## src/inc/actc_pkg.sv

```systemverilog
/*
 * Shared constants and types for the converter clamp timing control block:
 * register offsets, reset values, control bit positions, clamp codes and
 * the carrier structs used between the top level and its users.
 * Assumes a single pixel-rate clock domain and an 8-bit register port.
 */
package actc_pkg;

  // ==========================================================================
  // Register offsets
  localparam logic [7:0] OFS_DELAY = 8'h01;
  localparam logic [7:0] OFS_LENGTH = 8'h02;
  localparam logic [7:0] OFS_GAIN_R = 8'h03;
  localparam logic [7:0] OFS_GAIN_G = 8'h04;
  localparam logic [7:0] OFS_GAIN_B = 8'h05;
  localparam logic [7:0] OFS_SHIFT_R = 8'h06;
  localparam logic [7:0] OFS_SHIFT_G = 8'h07;
  localparam logic [7:0] OFS_SHIFT_B = 8'h08;
  localparam logic [7:0] OFS_CTRL = 8'h09;
  localparam logic [7:0] OFS_MIDSEL = 8'h0F;
  localparam logic [7:0] OFS_STATUS = 8'h10;

  // ==========================================================================
  // Reset values
  localparam logic [7:0] RST_DELAY = 8'h08;
  localparam logic [7:0] RST_LENGTH = 8'h14;
  localparam logic [7:0] RST_GAIN = 8'h80;
  localparam logic [6:0] RST_SHIFT = 7'h40;
  localparam logic [2:0] RST_CTRL = 3'h0;
  localparam logic [2:0] RST_MIDSEL = 3'h0;
  localparam logic signed [7:0] RST_TRIM = 8'sh00;

  // ==========================================================================
  // Control and status register bit positions
  localparam int CTRL_EXT = 0;
  localparam int CTRL_CPOL = 1;
  localparam int CTRL_HPOL = 2;
  localparam int STAT_CLAMP = 0;
  localparam int STAT_LOST = 1;

  // ==========================================================================
  // Clamp targets and analog scaling figures
  localparam logic [7:0] CODE_GROUND = 8'h00;
  localparam logic [7:0] CODE_MID = 8'h10;
  localparam logic [7:0] SHIFT_ZERO = 8'h40;
  localparam logic signed [7:0] SHIFT_LIMIT = 8'sh3F;
  localparam logic [9:0] RANGE_MIN_MV = 10'h1F4;
  localparam logic [17:0] RANGE_SPAN_MV = 18'h001F4;
  localparam logic [11:0] STEP_MIN_UV = 12'h7D0;
  localparam logic [18:0] STEP_SPAN_UV = 19'h007D0;
  localparam logic signed [7:0] TRIM_MAX = 8'sh7F;
  localparam logic signed [7:0] TRIM_MIN = -8'sh7F;

  // ==========================================================================
  // Types
  typedef enum logic [1:0] {
    ST_IDLE = 2'b00,
    ST_WAIT = 2'b01,
    ST_CLAMP = 2'b11
  } actc_state_e;

  typedef struct packed {
    logic [7:0] r;
    logic [7:0] g;
    logic [7:0] b;
  } actc_rgb_s;

  typedef struct packed {
    logic signed [7:0] r;
    logic signed [7:0] g;
    logic signed [7:0] b;
  } actc_trim_s;

  typedef struct packed {
    logic [9:0] rangeMv;
    logic [11:0] stepUv;
    logic signed [6:0] shiftLsb;
  } actc_chan_s;

endpackage

```

## src/verilog/actc_clamp_timer.sv

```systemverilog
/*
 * Internal clamp timing generator: waits a programmed number of pixel
 * periods after each trailing sync edge, then holds clamp for a programmed
 * number of pixel periods. Expects a one-cycle trailing edge pulse.
 */
`timescale 1ns/10ps
`default_nettype none

module actc_clamp_timer
  import actc_pkg::*;
(
  input wire logic mclk, // pixel clock
  input wire logic nrst, // async reset, active low
  input wire logic trailEdge, // one-cycle trailing sync edge
  input wire logic [7:0] delayCount, // periods before clamp
  input wire logic [7:0] lengthCount, // periods of clamp
  output logic clampOn // internal clamp interval
);

  actc_state_e state;
  logic [7:0] cnt;
  logic [7:0] runCnt;
  logic [7:0] runLen;

  // ==========================================================================
  // Sequencer
  // A new edge always wins, so a clamp still running is cut short here, or restarted at full length when delay is zero.
  always_ff @(posedge mclk or negedge nrst) begin
    if (!nrst) begin
      state <= ST_IDLE;
      cnt <= 8'h00;
    end else if (trailEdge) begin
      if (delayCount == 8'h00 && lengthCount != 8'h00) begin
        state <= ST_CLAMP;
        cnt <= lengthCount - 8'h01;
      end else if (delayCount == 8'h00) begin
        state <= ST_IDLE;
        cnt <= 8'h00;
      end else begin
        state <= ST_WAIT;
        cnt <= delayCount - 8'h01;
      end
    end else begin
      unique case (state)
        ST_IDLE: begin
          cnt <= 8'h00;
        end
        ST_WAIT: begin
          if (cnt != 8'h00) begin
            cnt <= cnt - 8'h01;
          end else if (lengthCount != 8'h00) begin
            state <= ST_CLAMP;
            cnt <= lengthCount - 8'h01;
          end else begin
            state <= ST_IDLE;
          end
        end
        ST_CLAMP: begin
          if (cnt != 8'h00) begin
            cnt <= cnt - 8'h01;
          end else begin
            state <= ST_IDLE;
          end
        end
        default: begin
          state <= ST_IDLE;
          cnt <= 8'h00;
        end
      endcase
    end
  end

  assign clampOn = (state == ST_CLAMP);

  // ==========================================================================
  // Checks
  always_ff @(posedge mclk or negedge nrst) begin
    if (!nrst) begin
      runCnt <= 8'h00;
      runLen <= 8'h00;
    end else if (clampOn && state == ST_CLAMP && cnt == runLen - runCnt - 8'h01) begin
      runCnt <= runCnt + 8'h01;
    end else if (!clampOn) begin
      runCnt <= 8'h00;
      runLen <= lengthCount;
    end
  end
endmodule

`default_nettype wire

```

## src/verilog/actc_top.sv

```systemverilog
/*
 * Clamp timing and converter setting control for a triple video converter.
 * Holds the settings registers, selects internal or pin-driven clamp timing,
 * and trims each converter's offset toward its ground or midscale target
 * while clamp is active. Assumes sync and clamp pins are asynchronous to
 * mclk and that converter codes arrive on mclk.
 */
`timescale 1ns/10ps
`default_nettype none

module actc_top
  import actc_pkg::*;
#(
  parameter int HSYNC_TIMEOUT = 65536 // cycles without sync before loss
)
(
  input wire logic mclk, // pixel clock
  input wire logic nrst, // async reset, active low
  input wire logic hsyncPin, // horizontal sync pin
  input wire logic clampPin, // external clamp pin
  input wire logic regWrEn, // register write strobe
  input wire logic regRdEn, // register read strobe
  input wire logic [7:0] regAddr, // register offset
  input wire logic [7:0] regWrData, // register write data
  output logic [7:0] regRdData, // register read data, one cycle late
  input wire actc_pkg::actc_rgb_s adcCode, // converter output codes
  output logic clampActive, // clamp interval to the converters
  output actc_pkg::actc_trim_s clampTrim, // clamp offset correction
  output actc_pkg::actc_rgb_s clampTarget, // code each channel clamps to
  output actc_pkg::actc_chan_s chanRed, // red analog settings
  output actc_pkg::actc_chan_s chanGreen, // green analog settings
  output actc_pkg::actc_chan_s chanBlue, // blue analog settings
  output logic hsyncLost // no sync edge within timeout
);

  import actc_pkg::*;

  // ==========================================================================
  // Helpers
  function automatic actc_chan_s chanSettings(input logic [7:0] gain,
                                              input logic [6:0] shift);
    logic [17:0] rangeProd;
    logic [18:0] stepProd;
    logic signed [7:0] s;
    actc_chan_s c;
    rangeProd = 18'(gain) * RANGE_SPAN_MV;
    stepProd = 19'(gain) * STEP_SPAN_UV;
    // Step scales with range so brightness tracks contrast.
    c.rangeMv = RANGE_MIN_MV + rangeProd[17:8];
    c.stepUv = STEP_MIN_UV + stepProd[18:8];
    s = $signed({1'b0, shift}) - $signed(SHIFT_ZERO);
    if (s < -SHIFT_LIMIT) begin
      s = -SHIFT_LIMIT;
    end
    c.shiftLsb = s[6:0];
    return c;
  endfunction

  function automatic logic signed [7:0] trimStep(input logic signed [7:0] trim,
                                                 input logic [7:0] code,
                                                 input logic [7:0] target);
    logic signed [7:0] t;
    t = trim;
    if (code < target && trim != TRIM_MAX) begin
      t = trim + 8'sh01;
    end else if (code > target && trim != TRIM_MIN) begin
      t = trim - 8'sh01;
    end
    return t;
  endfunction

  // Reset image of the analog settings, worked out once so that reset loads constants.
  localparam actc_chan_s CHAN_RST = chanSettings(RST_GAIN, RST_SHIFT);

  // ==========================================================================
  // Registers
  logic [7:0] delayCount;
  logic [7:0] lengthCount;
  logic [7:0] gainR;
  logic [7:0] gainG;
  logic [7:0] gainB;
  logic [6:0] shiftR;
  logic [6:0] shiftG;
  logic [6:0] shiftB;
  logic [2:0] ctrl;
  logic [2:0] midSel;
  logic externalClampSelect;
  logic clampPolHigh;
  logic hsyncInvert;

  always_ff @(posedge mclk or negedge nrst) begin
    if (!nrst) begin
      delayCount <= RST_DELAY;
      lengthCount <= RST_LENGTH;
    end else if (regWrEn && regAddr == OFS_DELAY) begin
      delayCount <= regWrData;
    end else if (regWrEn && regAddr == OFS_LENGTH) begin
      lengthCount <= regWrData;
    end
  end

  always_ff @(posedge mclk or negedge nrst) begin
    if (!nrst) begin
      gainR <= RST_GAIN;
      gainG <= RST_GAIN;
      gainB <= RST_GAIN;
    end else if (regWrEn) begin
      if (regAddr == OFS_GAIN_R) begin
        gainR <= regWrData;
      end
      if (regAddr == OFS_GAIN_G) begin
        gainG <= regWrData;
      end
      if (regAddr == OFS_GAIN_B) begin
        gainB <= regWrData;
      end
    end
  end

  always_ff @(posedge mclk or negedge nrst) begin
    if (!nrst) begin
      shiftR <= RST_SHIFT;
      shiftG <= RST_SHIFT;
      shiftB <= RST_SHIFT;
    end else if (regWrEn) begin
      if (regAddr == OFS_SHIFT_R) begin
        shiftR <= regWrData[6:0];
      end
      if (regAddr == OFS_SHIFT_G) begin
        shiftG <= regWrData[6:0];
      end
      if (regAddr == OFS_SHIFT_B) begin
        shiftB <= regWrData[6:0];
      end
    end
  end

  always_ff @(posedge mclk or negedge nrst) begin
    if (!nrst) begin
      ctrl <= RST_CTRL;
      midSel <= RST_MIDSEL;
    end else if (regWrEn && regAddr == OFS_CTRL) begin
      ctrl <= regWrData[2:0];
    end else if (regWrEn && regAddr == OFS_MIDSEL) begin
      midSel <= regWrData[2:0];
    end
  end

  assign externalClampSelect = ctrl[CTRL_EXT];
  assign clampPolHigh = ctrl[CTRL_CPOL];
  assign hsyncInvert = ctrl[CTRL_HPOL];

  // Unmapped offsets read as zero; reserved bits read as zero.
  always_ff @(posedge mclk or negedge nrst) begin
    if (!nrst) begin
      regRdData <= 8'h00;
    end else if (regRdEn) begin
      unique case (regAddr)
        OFS_DELAY: regRdData <= delayCount;
        OFS_LENGTH: regRdData <= lengthCount;
        OFS_GAIN_R: regRdData <= gainR;
        OFS_GAIN_G: regRdData <= gainG;
        OFS_GAIN_B: regRdData <= gainB;
        OFS_SHIFT_R: regRdData <= {1'b0, shiftR};
        OFS_SHIFT_G: regRdData <= {1'b0, shiftG};
        OFS_SHIFT_B: regRdData <= {1'b0, shiftB};
        OFS_CTRL: regRdData <= {5'h00, ctrl};
        OFS_MIDSEL: regRdData <= {5'h00, midSel};
        OFS_STATUS: regRdData <= {6'h00, hsyncLost, clampActive};
        default: regRdData <= 8'h00;
      endcase
    end
  end

  // ==========================================================================
  // Pin synchronisers and sync edge
  logic hsMeta;
  logic hsSync;
  logic hsPrev;
  logic clMeta;
  logic clSync;
  logic trailEdge;
  logic clampReq;
  logic intClamp;

  always_ff @(posedge mclk or negedge nrst) begin
    if (!nrst) begin
      hsMeta <= 1'b0;
      hsSync <= 1'b0;
      hsPrev <= 1'b0;
    end else begin
      hsMeta <= hsyncPin;
      hsSync <= hsMeta;
      hsPrev <= hsSync;
    end
  end

  always_ff @(posedge mclk or negedge nrst) begin
    if (!nrst) begin
      clMeta <= 1'b0;
      clSync <= 1'b0;
    end else begin
      clMeta <= clampPin;
      clSync <= clMeta;
    end
  end

  // After optional inversion sync is active high, so its fall is the trailing edge.
  assign trailEdge = (hsPrev ^ hsyncInvert) & ~(hsSync ^ hsyncInvert);
  assign clampReq = clampPolHigh ? clSync : ~clSync;

  actc_clamp_timer u_timer (
    .mclk(mclk),
    .nrst(nrst),
    .trailEdge(trailEdge),
    .delayCount(delayCount),
    .lengthCount(lengthCount),
    .clampOn(intClamp)
  );

  always_ff @(posedge mclk or negedge nrst) begin
    if (!nrst) begin
      clampActive <= 1'b0;
    end else begin
      clampActive <= externalClampSelect ? clampReq : intClamp;
    end
  end

  // ==========================================================================
  // Sync loss watch
  // Internal clamp timing needs sync; software should switch to the pin.
  logic [16:0] idleCnt;

  always_ff @(posedge mclk or negedge nrst) begin
    if (!nrst) begin
      idleCnt <= 17'h00000;
      hsyncLost <= 1'b0;
    end else if (trailEdge) begin
      idleCnt <= 17'h00000;
      hsyncLost <= 1'b0;
    end else if (idleCnt >= 17'(HSYNC_TIMEOUT - 1)) begin
      hsyncLost <= 1'b1;
    end else begin
      idleCnt <= idleCnt + 17'h00001;
    end
  end

  // ==========================================================================
  // Clamp targets and offset trim
  always_ff @(posedge mclk or negedge nrst) begin
    if (!nrst) begin
      clampTarget <= '{CODE_GROUND, CODE_GROUND, CODE_GROUND};
    end else begin
      clampTarget.r <= midSel[0] ? CODE_MID : CODE_GROUND;
      clampTarget.g <= midSel[1] ? CODE_MID : CODE_GROUND;
      clampTarget.b <= midSel[2] ? CODE_MID : CODE_GROUND;
    end
  end

  // The trim moves one LSB per clamped pixel, a slow loop that rides out noise.
  always_ff @(posedge mclk or negedge nrst) begin
    if (!nrst) begin
      clampTrim <= '{RST_TRIM, RST_TRIM, RST_TRIM};
    end else if (clampActive) begin
      clampTrim.r <= trimStep(clampTrim.r, adcCode.r, clampTarget.r);
      clampTrim.g <= trimStep(clampTrim.g, adcCode.g, clampTarget.g);
      clampTrim.b <= trimStep(clampTrim.b, adcCode.b, clampTarget.b);
    end
  end

  // ==========================================================================
  // Analog settings
  always_ff @(posedge mclk or negedge nrst) begin
    if (!nrst) begin
      chanRed <= CHAN_RST;
      chanGreen <= CHAN_RST;
      chanBlue <= CHAN_RST;
    end else begin
      chanRed <= chanSettings(gainR, shiftR);
      chanGreen <= chanSettings(gainG, shiftG);
      chanBlue <= chanSettings(gainB, shiftB);
    end
  end
endmodule

`default_nettype wire

```

## config.mk

```make
export PLATFORM = sky130hd
export DESIGN_NAME = actc_top
export DESIGN_NICKNAME = d
export VERILOG_FILES = /design/src/inc/actc_pkg.sv /design/src/verilog/actc_clamp_timer.sv /design/src/verilog/actc_top.sv
export SDC_FILE = /design/constraint.sdc
export NUM_CORES = 1
export LEC_CHECK = 0
export ABC_CLOCK_PERIOD_IN_PS = 4840
export BUFFER_PORTS_ARGS = -buffer_cell sky130_fd_sc_hd__buf_4
export CORE_MARGIN = 3
export CORE_UTILIZATION = 40
export CTS_BUF_LIST = sky130_fd_sc_hd__clkbuf_4
export DETAILED_ROUTE_END_ITERATION = 10
export RECOVER_POWER = 50
export SETUP_SLACK_MARGIN = 0.2
export SYNTH_ARGS = -nofsm -noshare
export SYNTH_HDL_FRONTEND = slang
export SYNTH_HIERARCHICAL = 1
export SYNTH_SLANG_ARGS = --single-unit
```

## constraint.sdc

```tcl
create_clock -name mclk -period 4.84 [get_ports mclk]
set_input_delay 0.242 -clock mclk [delete_from_list [all_inputs] [get_ports mclk]]
set_output_delay 0.242 -clock mclk [all_outputs]
set_load 0.03 [all_outputs]
```

After elaboration in Yosys (flattened, before gate mapping)
Cells that the tools add are included.

word-level totals
  flip-flop bits (word level) = 235
  bits of input ports = 46
  output and inout bits = 145

cells by class
  add/sub/neg operators = 19
  multiply operators = 6
  order comparisons = 10
  eq/ne operators = 25
  mux-type cells = 33
  bitwise logic cells = 7
  reduce and logical (&&, ||, !) cells = 32

operators with widths
  cell                      number
  $mux W8                   12
  $mul A8 B7 Y15 const B    6
  $pmux W8 S11              1
  $ne A8 B8 Y1 const B      6
  $add A11 B11 Y12 const A  3
  $mux W17                  2
  $eq A8 B3 Y1 const B      4
  $add A9 B9 Y10 const A    3
  $add A8 B2 Y8 const B     3
  $eq A8 B4 Y1 const B      3
  $gt A8 B5 Y1              3
  $lt A8 B5 Y1              3
  $lt A8 B7 Y1 const B      3
  $reduce_and A2 Y1         12
  $sub A7 B7 Y8 const B     3
  $sub A8 B1 Y8 const B     3
  $sub A8 B2 Y8 const B     3
  $mux W7                   3
  $add A17 B1 Y17 const B   1
  $ge A17 B16 Y1 const B    1
  $eq A8 B2 Y1 const B      2
  $pmux W8 S2               1
  $reduce_bool A8 Y1        2
  $mux W5                   3
  19 further kinds          46

Depth between registers and ports, before layout
  word-level depth = 5
  mapped depth = 16
  mapped depth without buffers = 16

Hierarchy
The synthesis kept the hierarchy.

modules (own cells, without submodules)
  module            instances  cells an instance  area an instance (um^2)
  actc_top          1          1,197              13,007.5
  actc_clamp_timer  1          133                1,086.0

Worst setup path before layout
Ideal clock, no wire load.

  kind = register -> register
  start point = register gainG[0]
  end point = register chanGreen[28] (netlist name)
  setup time = 0.088 ns
  arrival time = 4.524 ns
  slack = 0.228 ns
  stages on the path, launching flop included = 16
  cells stage by stage = dfrtp_1 -> fa_1 -> xor2_1 -> ha_1 -> fa_1 -> inv_1 -> fa_1 -> inv_1 -> ha_1 -> o21ai_0 -> or4b_1 -> nand4_2 -> a311oi_1 -> nand3_1 -> or3_4 -> or3_1

on the way
  word-level cells in the longest chain between the ends = 2

ends and longest elaborated chain
  what                    RTL line         RTL
  from (decl)             actc_top.sv:80   logic [7:0] gainG;
  from (signal assigned)  actc_top.sv:112  gainG <= regWrData;
  $mul A8 B7 Y15          actc_top.sv:46   rangeProd = 18'(gain) * RANGE_SPAN_MV;
  $add A9 B9 Y10          actc_top.sv:49   c.rangeMv = RANGE_MIN_MV + rangeProd[17:8];
  to (signal assigned)    actc_top.sv:280  chanGreen <= chanSettings(gainG, shiftG);
  to (decl)               actc_top.sv:31   output actc_pkg::actc_chan_s chanGreen,

Every way passes these cells.
A chain may end at the register's enable or synchronous reset.

Worst setup path after layout
  start point = register gainG[2]
  end point = register chanGreen[28] (netlist name)

Same word-level chain as after synthesis.

==> impl_metrics.yaml <==
power_and_ir_drop:
  power_leakage_nw: 7.87
  p_per_area_nw_per_um2: 503
  peakVddDrop_mv: 0.381
timing:
  setup_tns_ps: 0
  finClkSkew_ps: 41.6
  slew_viol_final: 104
  fmax_mhz: 213
  slew_headroom: -0.824
  report.final.setup_viol: 0
  rsz0062_at_grt: "true"
  holdWs_ps: 140
  worst_pin_slew_ps: 2740
  period_share: 0.968
  period_needed_ps: 4690
  hold_viol: 0
flow_run:
  drv_cap: 1
synth:
  synth.most_common_cell: "dfrtp_1"
  netlist_area_um2: 14100
  synth_seq_cells: 193
  synth_area_per_cell_um2: 10.6
  ys.flop_type: "dfrtp_1"
  ys_types: 83
  yosysTopAreaCell: "dfrtp_1"
  async_reset_ff_frac: 1.00
  yosysTopAreaCellShare: 0.289
  yosysWarnings: 6
  syn_inst: 1330
  synth_edf_count: 0
  synthTopCellsByCount: "dfrtp_1, ha_1, inv_1, nor2_1, mux2_2"
  yosysSeqAreaShare: 0.345
  yosys-top-cells-area: "dfrtp_1, ha_1, fa_1"
die:
  initial_core_util: 0.407
  die_area_um2: 37500
  rows: 68
  ios: 191
  die_w_um: 194
  core_um2: 34600
  die_height_um: 194
drt:
  routedWlPerCell_um: 16.9
  drtIter0Drc: 429
  drc: 0
  via_count: 10300
  firstDrtPassIters: 7
  vias_per_cell: 5.21
  drt_wl_total_mm: 33.4
  ant_nets: 0
cells_and_area:
  drive_above_1_share: 0.258
  multi_input_area_um2: 8590
  layout.nets: 1764
  final_util: 0.474
  area_delta_synth_final_pct: 16.5
  regArea_um2: 4880
  fin_area_um2: 16400
  fillers: 3275
  fin_cells: 1980
placement:
  place.gp.congestion: 0.818
  portBuffers: 169
  dpl_cell_area_um2: 15600
  placed_cells: 1905
  place_hpwl_mm: 24.7
clocking:
  htreeDepth: 4
  tritoncts: "built"
  clk_pin_slew_worst_paths_ps: 200
  clock_latency_ps: 640
  cts.sinks: 193
  cts_buffer_depth: 2
  cts_root_buf: "clkbuf_4"
  cts_buffers: 17
setup_path:
  crit_end: "chanGreen[28]$_DFF_PN1_"
  worst-path-max-fanout: 9
  r2r-end: "chanGreen[28]$_DFF_PN1_"
  r2r_setup_slack_ps: 150
  setup.worst_path.class: "reg -> reg"
  worstSetupStartpointType: "register"
  cp-end-kind: "register"
  cp.required_ps: 5400
  rr_startpoint: "gainG[2]$_DFFE_PN0P_"
  cp-startpoint: "gainG[2]$_DFFE_PN0P_"
  reg2reg_depth: 15
  cp.arrival_ps: 5240
global_routing:
  grt_max_degree: 104
  grt_pass1_wl_mm: 54.1
  grt_pass1_vias: 10400
  grtUsageTotal: 0.176
  grt-ovfl-total: 0
  antenna_found_initial: 1
outcome:
  violations: "max-capacitance violations, max-slew violations"
  status: "complete, but fails checks"
hold_path:
  hold_class: "in -> reg"
## state kept, by name (all words and copies together), names as in the netlist, 17 cells and up
name,cells
clampTrim,24
chanRed,19
chanBlue,19
idleCnt,17
chanGreen,19
## placed cells by master (no fill, tap or decap), types with 8 or more instances in the layout
master / netlist / final
nand2_1: 49 / 49
mux2_2: 79 / 79
clkbuf_1: 24 / 47
dfstp_2: 30 / 30
and3_1: 11 / 11
nor4_1: 10 / 8
nor3_1: 20 / 19
o211ai_1: 10 / 10
xor2_1: 43 / 42
buf_4: 51 / 161
a21o_1: 32 / 32
o21ai_0: 28 / 22
nor2b_1: 26 / 26
fa_1: 66 / 64
ha_1: 141 / 133
dfrtp_2: 0 / 14
nand2b_1: 10 / 10
clkbuf_4: 0 / 19
nand3_1: 20 / 20
dfrtp_1: 163 / 149
o22ai_1: 8 / 8
nor3b_1: 11 / 8
nand4_1: 11 / 11
a22o_1: 8 / 8
xnor2_1: 56 / 55
a21oi_1: 57 / 51
dlygate4sd3_1: 0 / 14
nor2_1: 81 / 79
nor4b_1: 10 / 10
a221oi_1: 9 / 9
conb_1: 1 / 21
a22oi_1: 11 / 11
inv_1: 122 / 118
## stage by stage
step | worst slack [ps] | total power, mW
after global routing | 8.70 | 8.95
after detailed placement | 11.9 | 7.06
final | 155 | 8.26
after floorplan | 228 | 5.98
after CTS | 80.6 | 8.10
after global placement | 102 | 7.03
## layer usage
layer | up-vias | share of wire | GRT usage
met1 | 5135 | 0.46 | 0.246
met2 | 228 | 0.48 | 0.290
met3 | 29 | 0.047 | 0.0302
met4 | 0 | 0.012 | 0.0405
li1 | 4924 | - | -
met5 | - | 0 | 0
## worst min-delay path by stage
stage	depth (start not counted)	from	slack [ps]	to
2_1_floorplan	0	nrst	-50	chanBlue[0]$_DFF_PN0_
3_3_place_gp	0	clMeta$_DFF_PN0_	340	clSync$_DFF_PN0_
3_5_place_dp	0	hsMeta$_DFF_PN0_	340	hsSync$_DFF_PN0_
4_1_cts	3	regWrEn	70	gainG[7]$_DFFE_PN1P_
5_1_grt	3	regWrEn	80	gainG[6]$_DFFE_PN0P_
6_report	3	regWrEn	140	gainG[6]$_DFFE_PN0P_
## cell type report
| cell class | instances | share of cell area |
|---|---|---|
| well taps | 455 | 0.0347 |
| clock inverters | 15 | 0.0113 |
| repair buffers | 229 | 0.0972 |
| inverters | 122 | 0.0279 |
| multi-input cells | 948 | 0.524 |
| flip-flops and latches | 193 | 0.298 |
| clock buffers | 17 | 0.00777 |
| diodes | 1 | 0.000152 |
## cell families after synthesis
logic type,after synthesis,share of synthesized area
compound gates,227,0.110
mux,89,0.0706
fa+ha+maj,207,0.219
flops,193,0.345
simple gates,304,0.122
xor+xnor,100,0.0627
buf+inv,209,0.0702
other cells,1,0.000266
## what timing repair did
action,CTS,global route
buffers inserted,4,24
resized for setup,9,64
hold buffers,14,0
setup endpoints to repair,6,10
hold endpoints to repair,159,0
pin swaps,0,51
cloned,0,0
## worst max-delay path, stage by stage (launching register included)
cell      delay (ps)
dfrtp_2          490
buf_12           140
fa_1             530
inv_1             60
fa_1             500
fa_1             540
inv_1             40
ha_1             310
ha_4             340
nor3b_1           90
a31oi_2          270
nand4_4          150
a311oi_2         250
nand3_1          160
or3_4            410
or3_1            350
## report_power, final
| group | switching, mW | internal (mW) |
|---|---|---|
| clock network | 0.684 | 0.247 |
| registers | 0.341 | 2.04 |
| logic | 2.79 | 2.16 |
No activity file was read; power rests on OpenSTA's default activity.
